$ cat src/ncrg_defs.vh
`ifndef NCRG_DEFS_VH
`define NCRG_DEFS_VH

// Command codes seen in command cycles.
`define NCRG_CMD_READ      8'h00
`define NCRG_CMD_READ_CONF 8'h30
`define NCRG_CMD_SERIAL_IN 8'h80
`define NCRG_CMD_COL_CHG   8'h85
`define NCRG_CMD_PROG      8'h10
`define NCRG_CMD_MULTI     8'h11
`define NCRG_CMD_ERASE     8'h60
`define NCRG_CMD_ERASE_CNF 8'hd0
`define NCRG_CMD_STATUS    8'h70
`define NCRG_CMD_STATUS2   8'h71
`define NCRG_CMD_RESET     8'hff

// Status byte bit positions.
`define NCRG_ST_FAIL  0
`define NCRG_ST_RDY_A 5
`define NCRG_ST_RDY_B 6
`define NCRG_ST_WP    7

// Address cycles that are used; further cycles are dropped.
`define NCRG_ADDR_CYCLES 3'h5

// Timing figures in ns and the clock period in ns.
`define NCRG_CLK_NS        4
`define NCRG_INIT_NS       1000
`define NCRG_RST_NS        500
`define NCRG_DISCHARGE_NS  100
`define NCRG_READ_NS       2000
`define NCRG_PROG_NS       4000
`define NCRG_ERASE_NS      8000

// Cycle counts derived from the figures (least times, rounded up).
`define NCRG_CYC(ns) (((ns) + `NCRG_CLK_NS - 1) / `NCRG_CLK_NS)

// ECC limits: correctable bits per unit and unit size in bytes.
`define NCRG_ECC_MAX_BITS 4'h8
`define NCRG_ECC_UNIT     528

`endif

$ cat src/ncrg_busy_timer.v
`default_nettype none

// Down counter that times one busy period; a new load restarts it.
module ncrg_busy_timer (
	// Clock and reset.
	input  wire        core_clk_i,
	input  wire        nrst_i,
	// Control.
	input  wire        load_i,
	input  wire [15:0] count_i,
	// State.
	output wire        done_o
);

	reg [15:0] remain; // Cycles left in the current period.

	// A load always wins, so a repeated reset simply restarts the period.
	always @(posedge core_clk_i or negedge nrst_i) begin
		if (!nrst_i) begin
			remain <= 16'h0000;
		end else if (load_i) begin
			remain <= count_i;
		end else if (remain != 16'h0000) begin
			remain <= remain - 16'h0001;
		end
	end

	assign done_o = (remain == 16'h0000);

endmodule // ncrg_busy_timer

`default_nettype wire

$ cat src/ncrg_guard.v
// Behaviour
// - Reset aborts all; discharge then wait.
// - Reset in page copy may abort prior page.
// - During init only FFh and 70h accepted.
// - Busy held low during power-on init.
// - Other code after 80h cancels program; here 70h, 71h and 85h leave serial input pending.
// - Status mode persists until 00h arrives; 80h and FFh also clear it here.
// - 00h resumes output at stopped column.
// - Write protect low aborts program/erase.
// - Sixth address cycle latched but ignored.
// - Partial page programs allowed per segment.
// - Correct eight bits per 528 bytes.
// - Pass/fail valid only once ready again.
`include "ncrg_defs.vh"
`default_nettype none

module ncrg_guard (
	// Clock and reset.
	input  wire        core_clk_i,
	input  wire        nrst_i,
	// Bus cycle strobes from the controller, one cycle each.
	input  wire        cmd_we_i,
	input  wire        addr_we_i,
	input  wire        data_we_i,
	input  wire        data_re_i,
	input  wire [7:0]  io_i,
	input  wire        wp_n_i,
	// Array result inputs.
	input  wire        array_fail_i,
	input  wire [3:0]  ecc_err_bits_i,
	input  wire        ecc_unit_done_i,
	// Outputs to the pins and the array core.
	output reg  [7:0]  io_o,
	output reg         io_oe_o,
	output reg         ready_busy_n_oe_o,
	output reg         hv_enable_o,
	output reg         prog_start_o,
	output reg         erase_start_o,
	output reg         read_start_o,
	output reg  [39:0] addr_o,
	output reg  [11:0] column_o,
	output reg         uncorrectable_o
);

	// Operating states.
	localparam ST_INIT      = 3'd0;
	localparam ST_IDLE      = 3'd1;
	localparam ST_SERIAL_IN = 3'd2;
	localparam ST_PROG      = 3'd3;
	localparam ST_ERASE     = 3'd4;
	localparam ST_READ      = 3'd5;
	localparam ST_DISCHARGE = 3'd6;
	localparam ST_RST_WAIT  = 3'd7;

	// Busy periods in cycles; the integer forms are cut to the timer width on purpose.
	localparam integer INIT_N  = `NCRG_CYC(`NCRG_INIT_NS);
	localparam integer RST_N   = `NCRG_CYC(`NCRG_RST_NS);
	localparam integer DIS_N   = `NCRG_CYC(`NCRG_DISCHARGE_NS);
	localparam integer READ_N  = `NCRG_CYC(`NCRG_READ_NS);
	localparam integer PROG_N  = `NCRG_CYC(`NCRG_PROG_NS);
	localparam integer ERASE_N = `NCRG_CYC(`NCRG_ERASE_NS);
	localparam [15:0] INIT_CYC  = INIT_N[15:0];
	localparam [15:0] RST_CYC   = RST_N[15:0];
	localparam [15:0] DIS_CYC   = DIS_N[15:0];
	localparam [15:0] READ_CYC  = READ_N[15:0];
	localparam [15:0] PROG_CYC  = PROG_N[15:0];
	localparam [15:0] ERASE_CYC = ERASE_N[15:0];

	reg  [2:0]  state;         // Current operating state.
	reg         status_mode;   // Data reads return the status byte.
	reg         data_out_mode; // Reads return page data.
	reg         fail;          // Result of the last program or erase.
	reg         last_was_pe;   // Last operation was program or erase.
	reg         prog_pending;  // Multi page program remembered for copy.
	reg  [2:0]  addr_cnt;      // Address cycles taken in this sequence.
	reg  [39:0] addr_buf;      // First five address cycles.
	reg         tmr_load;      // Starts a busy period.
	reg  [15:0] tmr_count;     // Length of that period.
	reg         init_started;  // Init timer has been loaded once.
	wire        tmr_done;      // Busy period over.
	wire        busy;          // Device is busy.

	// Status byte, pass/fail forced to pass while busy.
	function [7:0] status_byte;
		input b;
		input f;
		input wp;
		begin
			status_byte = 8'h00;
			status_byte[`NCRG_ST_FAIL]  = f & ~b;
			status_byte[`NCRG_ST_RDY_A] = ~b;
			status_byte[`NCRG_ST_RDY_B] = ~b;
			status_byte[`NCRG_ST_WP]    = wp;
		end
	endfunction

	// Codes the device accepts while busy or initialising.
	function busy_ok;
		input [7:0] c;
		input       in_init;
		begin
			busy_ok = (c == `NCRG_CMD_STATUS) || (c == `NCRG_CMD_RESET) ||
			          (!in_init && c == `NCRG_CMD_STATUS2);
		end
	endfunction

	assign busy = (state != ST_IDLE) && (state != ST_SERIAL_IN);

	ncrg_busy_timer u_timer (
		.core_clk_i (core_clk_i),
		.nrst_i     (nrst_i),
		.load_i     (tmr_load),
		.count_i    (tmr_count),
		.done_o     (tmr_done)
	);

	// Main sequencer: command decode, busy periods and aborts.
	always @(posedge core_clk_i or negedge nrst_i) begin
		if (!nrst_i) begin
			state         <= ST_INIT;
			status_mode   <= 1'b0;
			data_out_mode <= 1'b0;
			fail          <= 1'b0;
			last_was_pe   <= 1'b0;
			prog_pending  <= 1'b0;
			addr_cnt      <= 3'd0;
			addr_buf      <= 40'h0000000000;
			tmr_load      <= 1'b0;
			tmr_count     <= 16'h0000;
			init_started  <= 1'b0;
			hv_enable_o   <= 1'b0;
			prog_start_o  <= 1'b0;
			erase_start_o <= 1'b0;
			read_start_o  <= 1'b0;
			addr_o        <= 40'h0000000000;
		end else begin
			tmr_load      <= 1'b0;
			prog_start_o  <= 1'b0;
			erase_start_o <= 1'b0;
			read_start_o  <= 1'b0;
			// Init timer is started once after release of reset.
			if (!init_started) begin
				init_started <= 1'b1;
				tmr_load     <= 1'b1;
				tmr_count    <= INIT_CYC;
			end
			// Address cycles: only the first five are kept.
			if (addr_we_i && !busy) begin
				if (addr_cnt < `NCRG_ADDR_CYCLES) begin
					addr_buf <= {io_i, addr_buf[39:8]};
					addr_cnt <= addr_cnt + 3'd1;
				end // A sixth cycle is accepted and dropped.
			end
			// Write protect low aborts program or erase.
			if (!wp_n_i && (state == ST_PROG || state == ST_ERASE)) begin
				hv_enable_o  <= 1'b0;
				fail         <= 1'b1;
				prog_pending <= 1'b0;
				state        <= ST_DISCHARGE;
				tmr_load     <= 1'b1;
				tmr_count    <= DIS_CYC;
			end else if (cmd_we_i && io_i == `NCRG_CMD_RESET && init_started) begin
				// Reset: drop everything, discharge if high voltage is up.
				// A pending multi page program is lost too.
				prog_pending  <= 1'b0;
				status_mode   <= 1'b0;
				data_out_mode <= 1'b0;
				addr_cnt      <= 3'd0;
				tmr_load      <= 1'b1;
				if (hv_enable_o) begin
					hv_enable_o <= 1'b0;
					state       <= ST_DISCHARGE;
					tmr_count   <= DIS_CYC;
				end else begin
					state     <= ST_RST_WAIT;
					tmr_count <= RST_CYC;
				end
			end else if (cmd_we_i && busy) begin
				// Only status codes act while busy; init allows 70h only.
				if (busy_ok(io_i, state == ST_INIT)) begin
					status_mode <= 1'b1;
				end
			end else if (cmd_we_i) begin
				case (io_i)
					`NCRG_CMD_STATUS, `NCRG_CMD_STATUS2: begin
						status_mode <= 1'b1; // Stays until 00h, 80h or FFh.
					end
					`NCRG_CMD_READ: begin
						status_mode <= 1'b0;
						// Back to data output from the stopped column.
						if (status_mode && data_out_mode) begin
							data_out_mode <= 1'b1;
						end else begin
							addr_cnt <= 3'd0;
						end
						if (state == ST_SERIAL_IN) begin
							state <= ST_IDLE; // Program dropped.
						end
					end
					`NCRG_CMD_READ_CONF: begin
						addr_o        <= addr_buf;
						read_start_o  <= 1'b1;
						data_out_mode <= 1'b1;
						last_was_pe   <= 1'b0;
						state         <= ST_READ;
						tmr_load      <= 1'b1;
						tmr_count     <= READ_CYC;
					end
					`NCRG_CMD_SERIAL_IN: begin
						addr_cnt      <= 3'd0;
						data_out_mode <= 1'b0;
						status_mode   <= 1'b0;
						state         <= ST_SERIAL_IN;
					end
					`NCRG_CMD_COL_CHG: begin
						addr_cnt <= 3'd0; // New column in the same page.
					end
					`NCRG_CMD_PROG, `NCRG_CMD_MULTI: begin
						if (state == ST_SERIAL_IN) begin
							// Each segment program is a full program of its own.
							addr_o       <= addr_buf;
							prog_start_o <= 1'b1;
							hv_enable_o  <= 1'b1;
							last_was_pe  <= 1'b1;
							prog_pending <= (io_i == `NCRG_CMD_MULTI);
							state        <= ST_PROG;
							tmr_load     <= 1'b1;
							tmr_count    <= PROG_CYC;
						end
					end
					`NCRG_CMD_ERASE: begin
						addr_cnt <= 3'd0;
						if (state == ST_SERIAL_IN) begin
							state <= ST_IDLE;
						end
					end
					`NCRG_CMD_ERASE_CNF: begin
						addr_o        <= addr_buf;
						erase_start_o <= 1'b1;
						hv_enable_o   <= 1'b1;
						last_was_pe   <= 1'b1;
						state         <= ST_ERASE;
						tmr_load      <= 1'b1;
						tmr_count     <= ERASE_CYC;
					end
					default: begin
						// Unknown code: leave serial input, do nothing else.
						if (state == ST_SERIAL_IN) begin
							state <= ST_IDLE;
						end
					end
				endcase
			end else if (tmr_done && !tmr_load && init_started) begin
				// Busy period over.
				case (state)
					ST_PROG, ST_ERASE: begin
						hv_enable_o <= 1'b0;
						fail        <= array_fail_i;
						state       <= ST_IDLE;
					end
					ST_DISCHARGE: begin
						// Voltage is down: enter the wait state.
						state     <= ST_RST_WAIT;
						tmr_load  <= 1'b1;
						tmr_count <= RST_CYC;
					end
					ST_INIT, ST_READ, ST_RST_WAIT: begin
						state <= ST_IDLE;
					end
					default: begin
						state <= state;
					end
				endcase
			end
		end
	end

	// Per-unit ECC outcome: over eight bits is uncorrectable.
	always @(posedge core_clk_i or negedge nrst_i) begin
		if (!nrst_i) begin
			uncorrectable_o <= 1'b0;
		end else if (ecc_unit_done_i && ecc_err_bits_i > `NCRG_ECC_MAX_BITS) begin
			// A failing unit wins over a new read start, so no error is lost.
			uncorrectable_o <= 1'b1;
		end else if (read_start_o) begin
			uncorrectable_o <= 1'b0;
		end
	end

	// Column counter for data output; frozen while status is shown.
	always @(posedge core_clk_i or negedge nrst_i) begin
		if (!nrst_i) begin
			column_o <= 12'h000;
		end else if (read_start_o) begin
			column_o <= {addr_buf[11:8], addr_buf[7:0]};
		end else if (data_re_i && data_out_mode && !status_mode && !busy) begin
			column_o <= column_o + 12'h001;
		end
	end

	// Pin outputs: open-drain busy, and the data bus.
	always @(posedge core_clk_i or negedge nrst_i) begin
		if (!nrst_i) begin
			ready_busy_n_oe_o <= 1'b1; // Busy from reset on.
			io_o              <= 8'h00;
			io_oe_o           <= 1'b0;
		end else begin
			ready_busy_n_oe_o <= busy || !init_started;
			io_oe_o           <= data_re_i;
			if (status_mode) begin
				io_o <= status_byte(busy, fail & last_was_pe, wp_n_i);
			end else begin
				io_o <= 8'h00;
			end
		end
	end

endmodule // ncrg_guard

`default_nettype wire

$ cat config.mk
export PLATFORM = sky130hd
export DESIGN_NAME = ncrg_guard
export DESIGN_NICKNAME = d
export VERILOG_FILES = /design/src/ncrg_busy_timer.v /design/src/ncrg_guard.v
export VERILOG_INCLUDE_DIRS = /design/src /design/src/src
export SDC_FILE = /design/constraint.sdc
export NUM_CORES = 1
export LEC_CHECK = 0
export BUFFER_PORTS_ARGS = -buffer_cell sky130_fd_sc_hd__buf_2
export CAP_MARGIN = 20
export CORE_MARGIN = 3
export CORE_UTILIZATION = 34
export DETAILED_ROUTE_END_ITERATION = 10
export GPL_ROUTABILITY_DRIVEN = 0
export GPL_TIMING_DRIVEN = 0
export PLACE_DENSITY = 0.59
export SLEW_MARGIN = 0
export SYNTH_ARGS = -nofsm -noshare
export SYNTH_HDL_FRONTEND = slang
export SYNTH_SLANG_ARGS = --single-unit
$ cat constraint.sdc
create_clock -name core_clk_i -period 2.62 [get_ports core_clk_i]
set_clock_uncertainty 0.15 [all_clocks]
set_input_delay 0.262 -clock core_clk_i [delete_from_list [all_inputs] [get_ports core_clk_i]]
set_output_delay 0.262 -clock core_clk_i [all_outputs]
set_load 0.1 [all_outputs]
==> key figures <==
Outcome
  • Outcome: finished, final reports clean

Global route
  • Combined global-route utilization of all metal layers: 15.0%
  • Vias in the first global route: 4946
  • Pin count of the biggest net entering global routing: 86
  • Initial antenna violation count: 0
  • GRT overflow: 0
  • Global-route wire length before repair: roughly 26000 µm

Yosys
  • Cell type contributing the most total cell area after synthesis: sky130_fd_sc_hd__dfrtp_1
  • Number of register bits inferred by synthesis: ~150
  • Ranking of synthesized cells by area: sky130_fd_sc_hd__dfrtp_1 54%, sky130_fd_sc_hd__mux2_2 8.8%, sky130_fd_sc_hd__mux2_1 5.2%, sky130_fd_sc_hd__nand2_1 3.2%, sky130_fd_sc_hd__nor2_1 2.4%
  • Count of yosys warnings during synthesis: 0
  • Area of the mapped netlist: between 6000 and 7000 µm²
  • Count of flip-flops with a built-in enable after synthesis: 0
  • Fraction of synthesis flops using an asynchronous set or reset pin: 100%
  • Sequential cell area fraction in the yosys report: 54.9%
  • Average cell area after synthesis: roughly 11 µm²
  • Cell count after synthesis: between 500 and 600
  • Library cells used by synthesis: between 60 and 70
  • Portion of synthesized cell area occupied by the leading cell type: a little over half
  • Top flip-flop cell by instance count after synthesis: sky130_fd_sc_hd__dfrtp_1

Floorplanning
  • Row Count: 50
  • Core region area: around 19000 µm²
  • Number of placed I/O pins: between 80 and 90
  • Die Area: between 20000 and 25000 µm²
  • Starting density of the core: a little over a third
  • Die height: approximately 150 µm
  • Die width: approximately 150 µm

Critical path
  • Critical-path cell list: inv_1 > ha_1 > or3b_1 > or3_1 > or2_0 > o21ai_0 > a21boi_0 > o21ai_1
  • Reg2reg setup slack: about 130 ps
  • Cell at the slowest stage of the critical path: sky130_fd_sc_hd__dfrtp_1
  • FF-to-FF path depth: 8
  • Worst path bufs/invs: 1
  • Category of the worst setup path launch point: flip-flop
  • Arrival @ worst endpoint: approximately 2600 ps
  • Maximum net fanout on the critical path: 4
  • Worst Setup Path Type: flip-flop to flip-flop
  • Largest incremental delay on the critical path: roughly 400 ps
  • Worst reg2reg endpoint: u_timer.remain[12]$_DFFE_PN0P_
  • Reg-to-reg startpoint: u_timer.remain[0]$_DFFE_PN0P_
  • Req. time, crit path: 2760 ps
  • Kind of cell adding the most delay to the critical path: simple AND/OR/NAND/NOR gates
  • Endpoint kind of the worst setup timing path: flip-flop

Clocking
  • TritonCTS Sinks: between 100 and 150
  • Worst-Skew Late Latency: around 420 ps
  • CTS buffer count: 17
  • Buffer levels on the longest clock path: 2
  • Depth of the CTS H-tree: 4
  • CTS tree: done
  • CTS root buf: sky130_fd_sc_hd__clkbuf_16
  • Clock-pin slew of the registers on the worst-case setup and hold paths: 60 ps

Route
  • Avg WL per Cell: ~16 µm
  • Iteration-0 DRC count of the detailed router: around 400
  • Avg Vias per Cell: between 5 and 6
  • Via Count: about 5000
  • Number of routed nets with antenna violations: 0
  • Final routed wirelength across all metal layers: roughly 16000 µm
  • First-pass iteration count of the detailed router: 5
  • Residual DRC count: 0

STA
  • Setup TNS: 0 ps
  • Final Cycle Share: a little over nine tenths
  • Worst Slack Setup Final: between 100 and 150 ps
  • Worst-Margin Slew: 781 ps
  • Worst slew slack as a fraction of its limit: between 40 and 50%
  • Final min period: 2490 ps
  • Hold WS: between 20 and 30 ps
  • Final slew viol count: 0
  • Hold Vio Cnt, Final: 0
  • Peak clock frequency supported by timing: approximately 400 MHz
  • Setup violations, final: 0
  • RSZ-0062 raised after global routing: no

Worst hold path
  • Worst hold path startpoint: array_fail_i
  • Worst min-delay path category: input port to flip-flop
  • Worst Hold End: fail$_DFFE_PN0P_
  • WHS Path Cells: 3

Placement
  • Pre-CTS setup slack: ~94 ps
  • Placed cells: 926
  • Count of buffers from port buffering: slightly above 80
  • Placed wire-length estimate: roughly 12000 µm

Flow run
  • Number of max-cap violations: 0

Pwr
  • Maximum resistive drop on vdd: 0.482 mV
  • Power per cell area: 1060 nW/µm²
  • Static leakage power: between 3 and 4 nW

Cells and area
  • Syn-to-layout area delta: 21.6%
  • Layout net count: just over 700
  • Total inserted antenna cells: 0
  • Share of final-layout standard cells stronger than drive strength 1: 29.2%
  • Filler-free cell count of the finished design: roughly 970
==> worst max path at each step <==
stage	cells after the start	from	endpoint	slack [ps]
2_1_floorplan	8	u_timer.remain[0]$_DFFE_PN0P_	u_timer.remain[12]$_DFFE_PN0P_	390
3_3_place_gp	1	nrst_i	u_timer.remain[3]$_DFFE_PN0P_	-900
3_5_place_dp	7	io_i[7]	addr_o[13]$_DFFE_PN0P_	90
4_1_cts	6	state[0]$_DFFE_PN0P_	addr_o[17]$_DFFE_PN0P_	110
5_1_grt	7	state[0]$_DFFE_PN0P_	addr_cnt[2]$_DFF_PN0_	3
6_report	8	u_timer.remain[0]$_DFFE_PN0P_	u_timer.remain[12]$_DFFE_PN0P_	130
==> per-layer routing <==
layer  share of wire, %  up-vias  global-route usage, %  wire length [µm]
met3                5.6       24                   3.46               887
met2                 47      176                   23.5              7470
met4                1.5        0                   5.46               239
met1                 46     2448                   20.5              7350
met5                  0        -                      0                 0
li1                   -     2306                      -                 -
==> registers in the layout, summed over array words and instances (netlist names), 3 cells and up <==
signal / count
addr_buf: 40
addr_cnt: 3
addr_o: 40
column_o: 12
io_o: 3
state: 3
tmr_count: 16
u_timer.remain: 16
==> worst reg2reg max path, cell delays in order (launching register included) <==
cell and delay (ps):
sky130_fd_sc_hd__dfrtp_1 410, sky130_fd_sc_hd__inv_1 100, sky130_fd_sc_hd__ha_1 190, sky130_fd_sc_hd__or3b_1 410, sky130_fd_sc_hd__or3_1 390, sky130_fd_sc_hd__or2_0 240, sky130_fd_sc_hd__o21ai_0 160, sky130_fd_sc_hd__a21boi_0 230
sky130_fd_sc_hd__o21ai_1 80
==> cell families after synthesis <==
family	share of synthesized area (%)
simple gates	14.7
flops	54.9
compound gates	8.90
mux	14.6
buf+inv	3.36
xor+xnor	2.63
fa+ha+maj	0.751
other cells	0.113
==> layout by cell type (no fill, tap or decap), types with 6 or more instances in the layout <==
cell	instances
sky130_fd_sc_hd__a21oi_1	21
sky130_fd_sc_hd__xnor2_1	7
sky130_fd_sc_hd__nor3_1	9
sky130_fd_sc_hd__mux2_1	31
sky130_fd_sc_hd__dfrtp_1	145
sky130_fd_sc_hd__clkbuf_1	11
sky130_fd_sc_hd__nand4_1	9
sky130_fd_sc_hd__inv_1	13
sky130_fd_sc_hd__nand3_1	16
sky130_fd_sc_hd__o21ai_0	29
sky130_fd_sc_hd__nor2_1	43
sky130_fd_sc_hd__clkbuf_16	17
sky130_fd_sc_hd__nand2_1	56
sky130_fd_sc_hd__a31oi_1	7
sky130_fd_sc_hd__and3_1	6
sky130_fd_sc_hd__and2_1	8
sky130_fd_sc_hd__a211oi_1	7
sky130_fd_sc_hd__xor2_1	13
sky130_fd_sc_hd__mux2_2	52
sky130_fd_sc_hd__buf_4	15
sky130_fd_sc_hd__buf_2	90
==> power by group <==
part | switching [mW] | leakage [nW] | internal, mW
logic | 1.96 | 1.66 | 0.932
registers | 0.517 | 1.81 | 2.86
clock network | 0.980 | 0.267 | 1.34
total | 3.46 | 3.73 | 5.14
==> metrics by stage <==
step / utilization (%) / area, µm² / power, mW
2_1_floorplan: - / 6670 / 5.57
3_3_place_gp: 39.0 / 7400 / 6.21
3_5_place_dp: 39.2 / 7440 / 6.31
4_1_cts: 42.5 / 8060 / 8.66
5_1_grt: 42.7 / 8100 / 9.06
6_report: 42.7 / 8100 / 8.60
==> timing repair <==
| action | 4_1_cts | 5_1_grt |
|---|---|---|
| setup endpoints to repair | 0 | 33 |
| hold endpoints to repair | 86 | 0 |
| hold buffers | 5 | 0 |
| buffers inserted | 0 | 5 |
| gates resized for setup | 0 | 1 |
==> final cells by class <==
class	instances	area (µm²)
fill	1784	10900
sequential	146	3650
multi-input combinational	392	2800
timing repair buffer	92	527
clock buffer	18	439
tap	260	325
buffer	32	171
clock inverter	14	133
inverter	14	52.6
==> synthesized netlist by cell type (10+ instances only) <==
cell,instances
sky130_fd_sc_hd__dfrtp_1,145
sky130_fd_sc_hd__nand2_1,56
sky130_fd_sc_hd__mux2_2,52
sky130_fd_sc_hd__nor2_1,43
sky130_fd_sc_hd__mux2_1,31
sky130_fd_sc_hd__o21ai_0,29
sky130_fd_sc_hd__a21oi_1,21
sky130_fd_sc_hd__nand3_1,16
sky130_fd_sc_hd__inv_1,13
sky130_fd_sc_hd__xor2_1,13
sky130_fd_sc_hd__clkbuf_1,11
sky130_fd_sc_hd__buf_2,10
sky130_fd_sc_hd__buf_4,10
No activity file was read; power rests on OpenSTA's default activity.
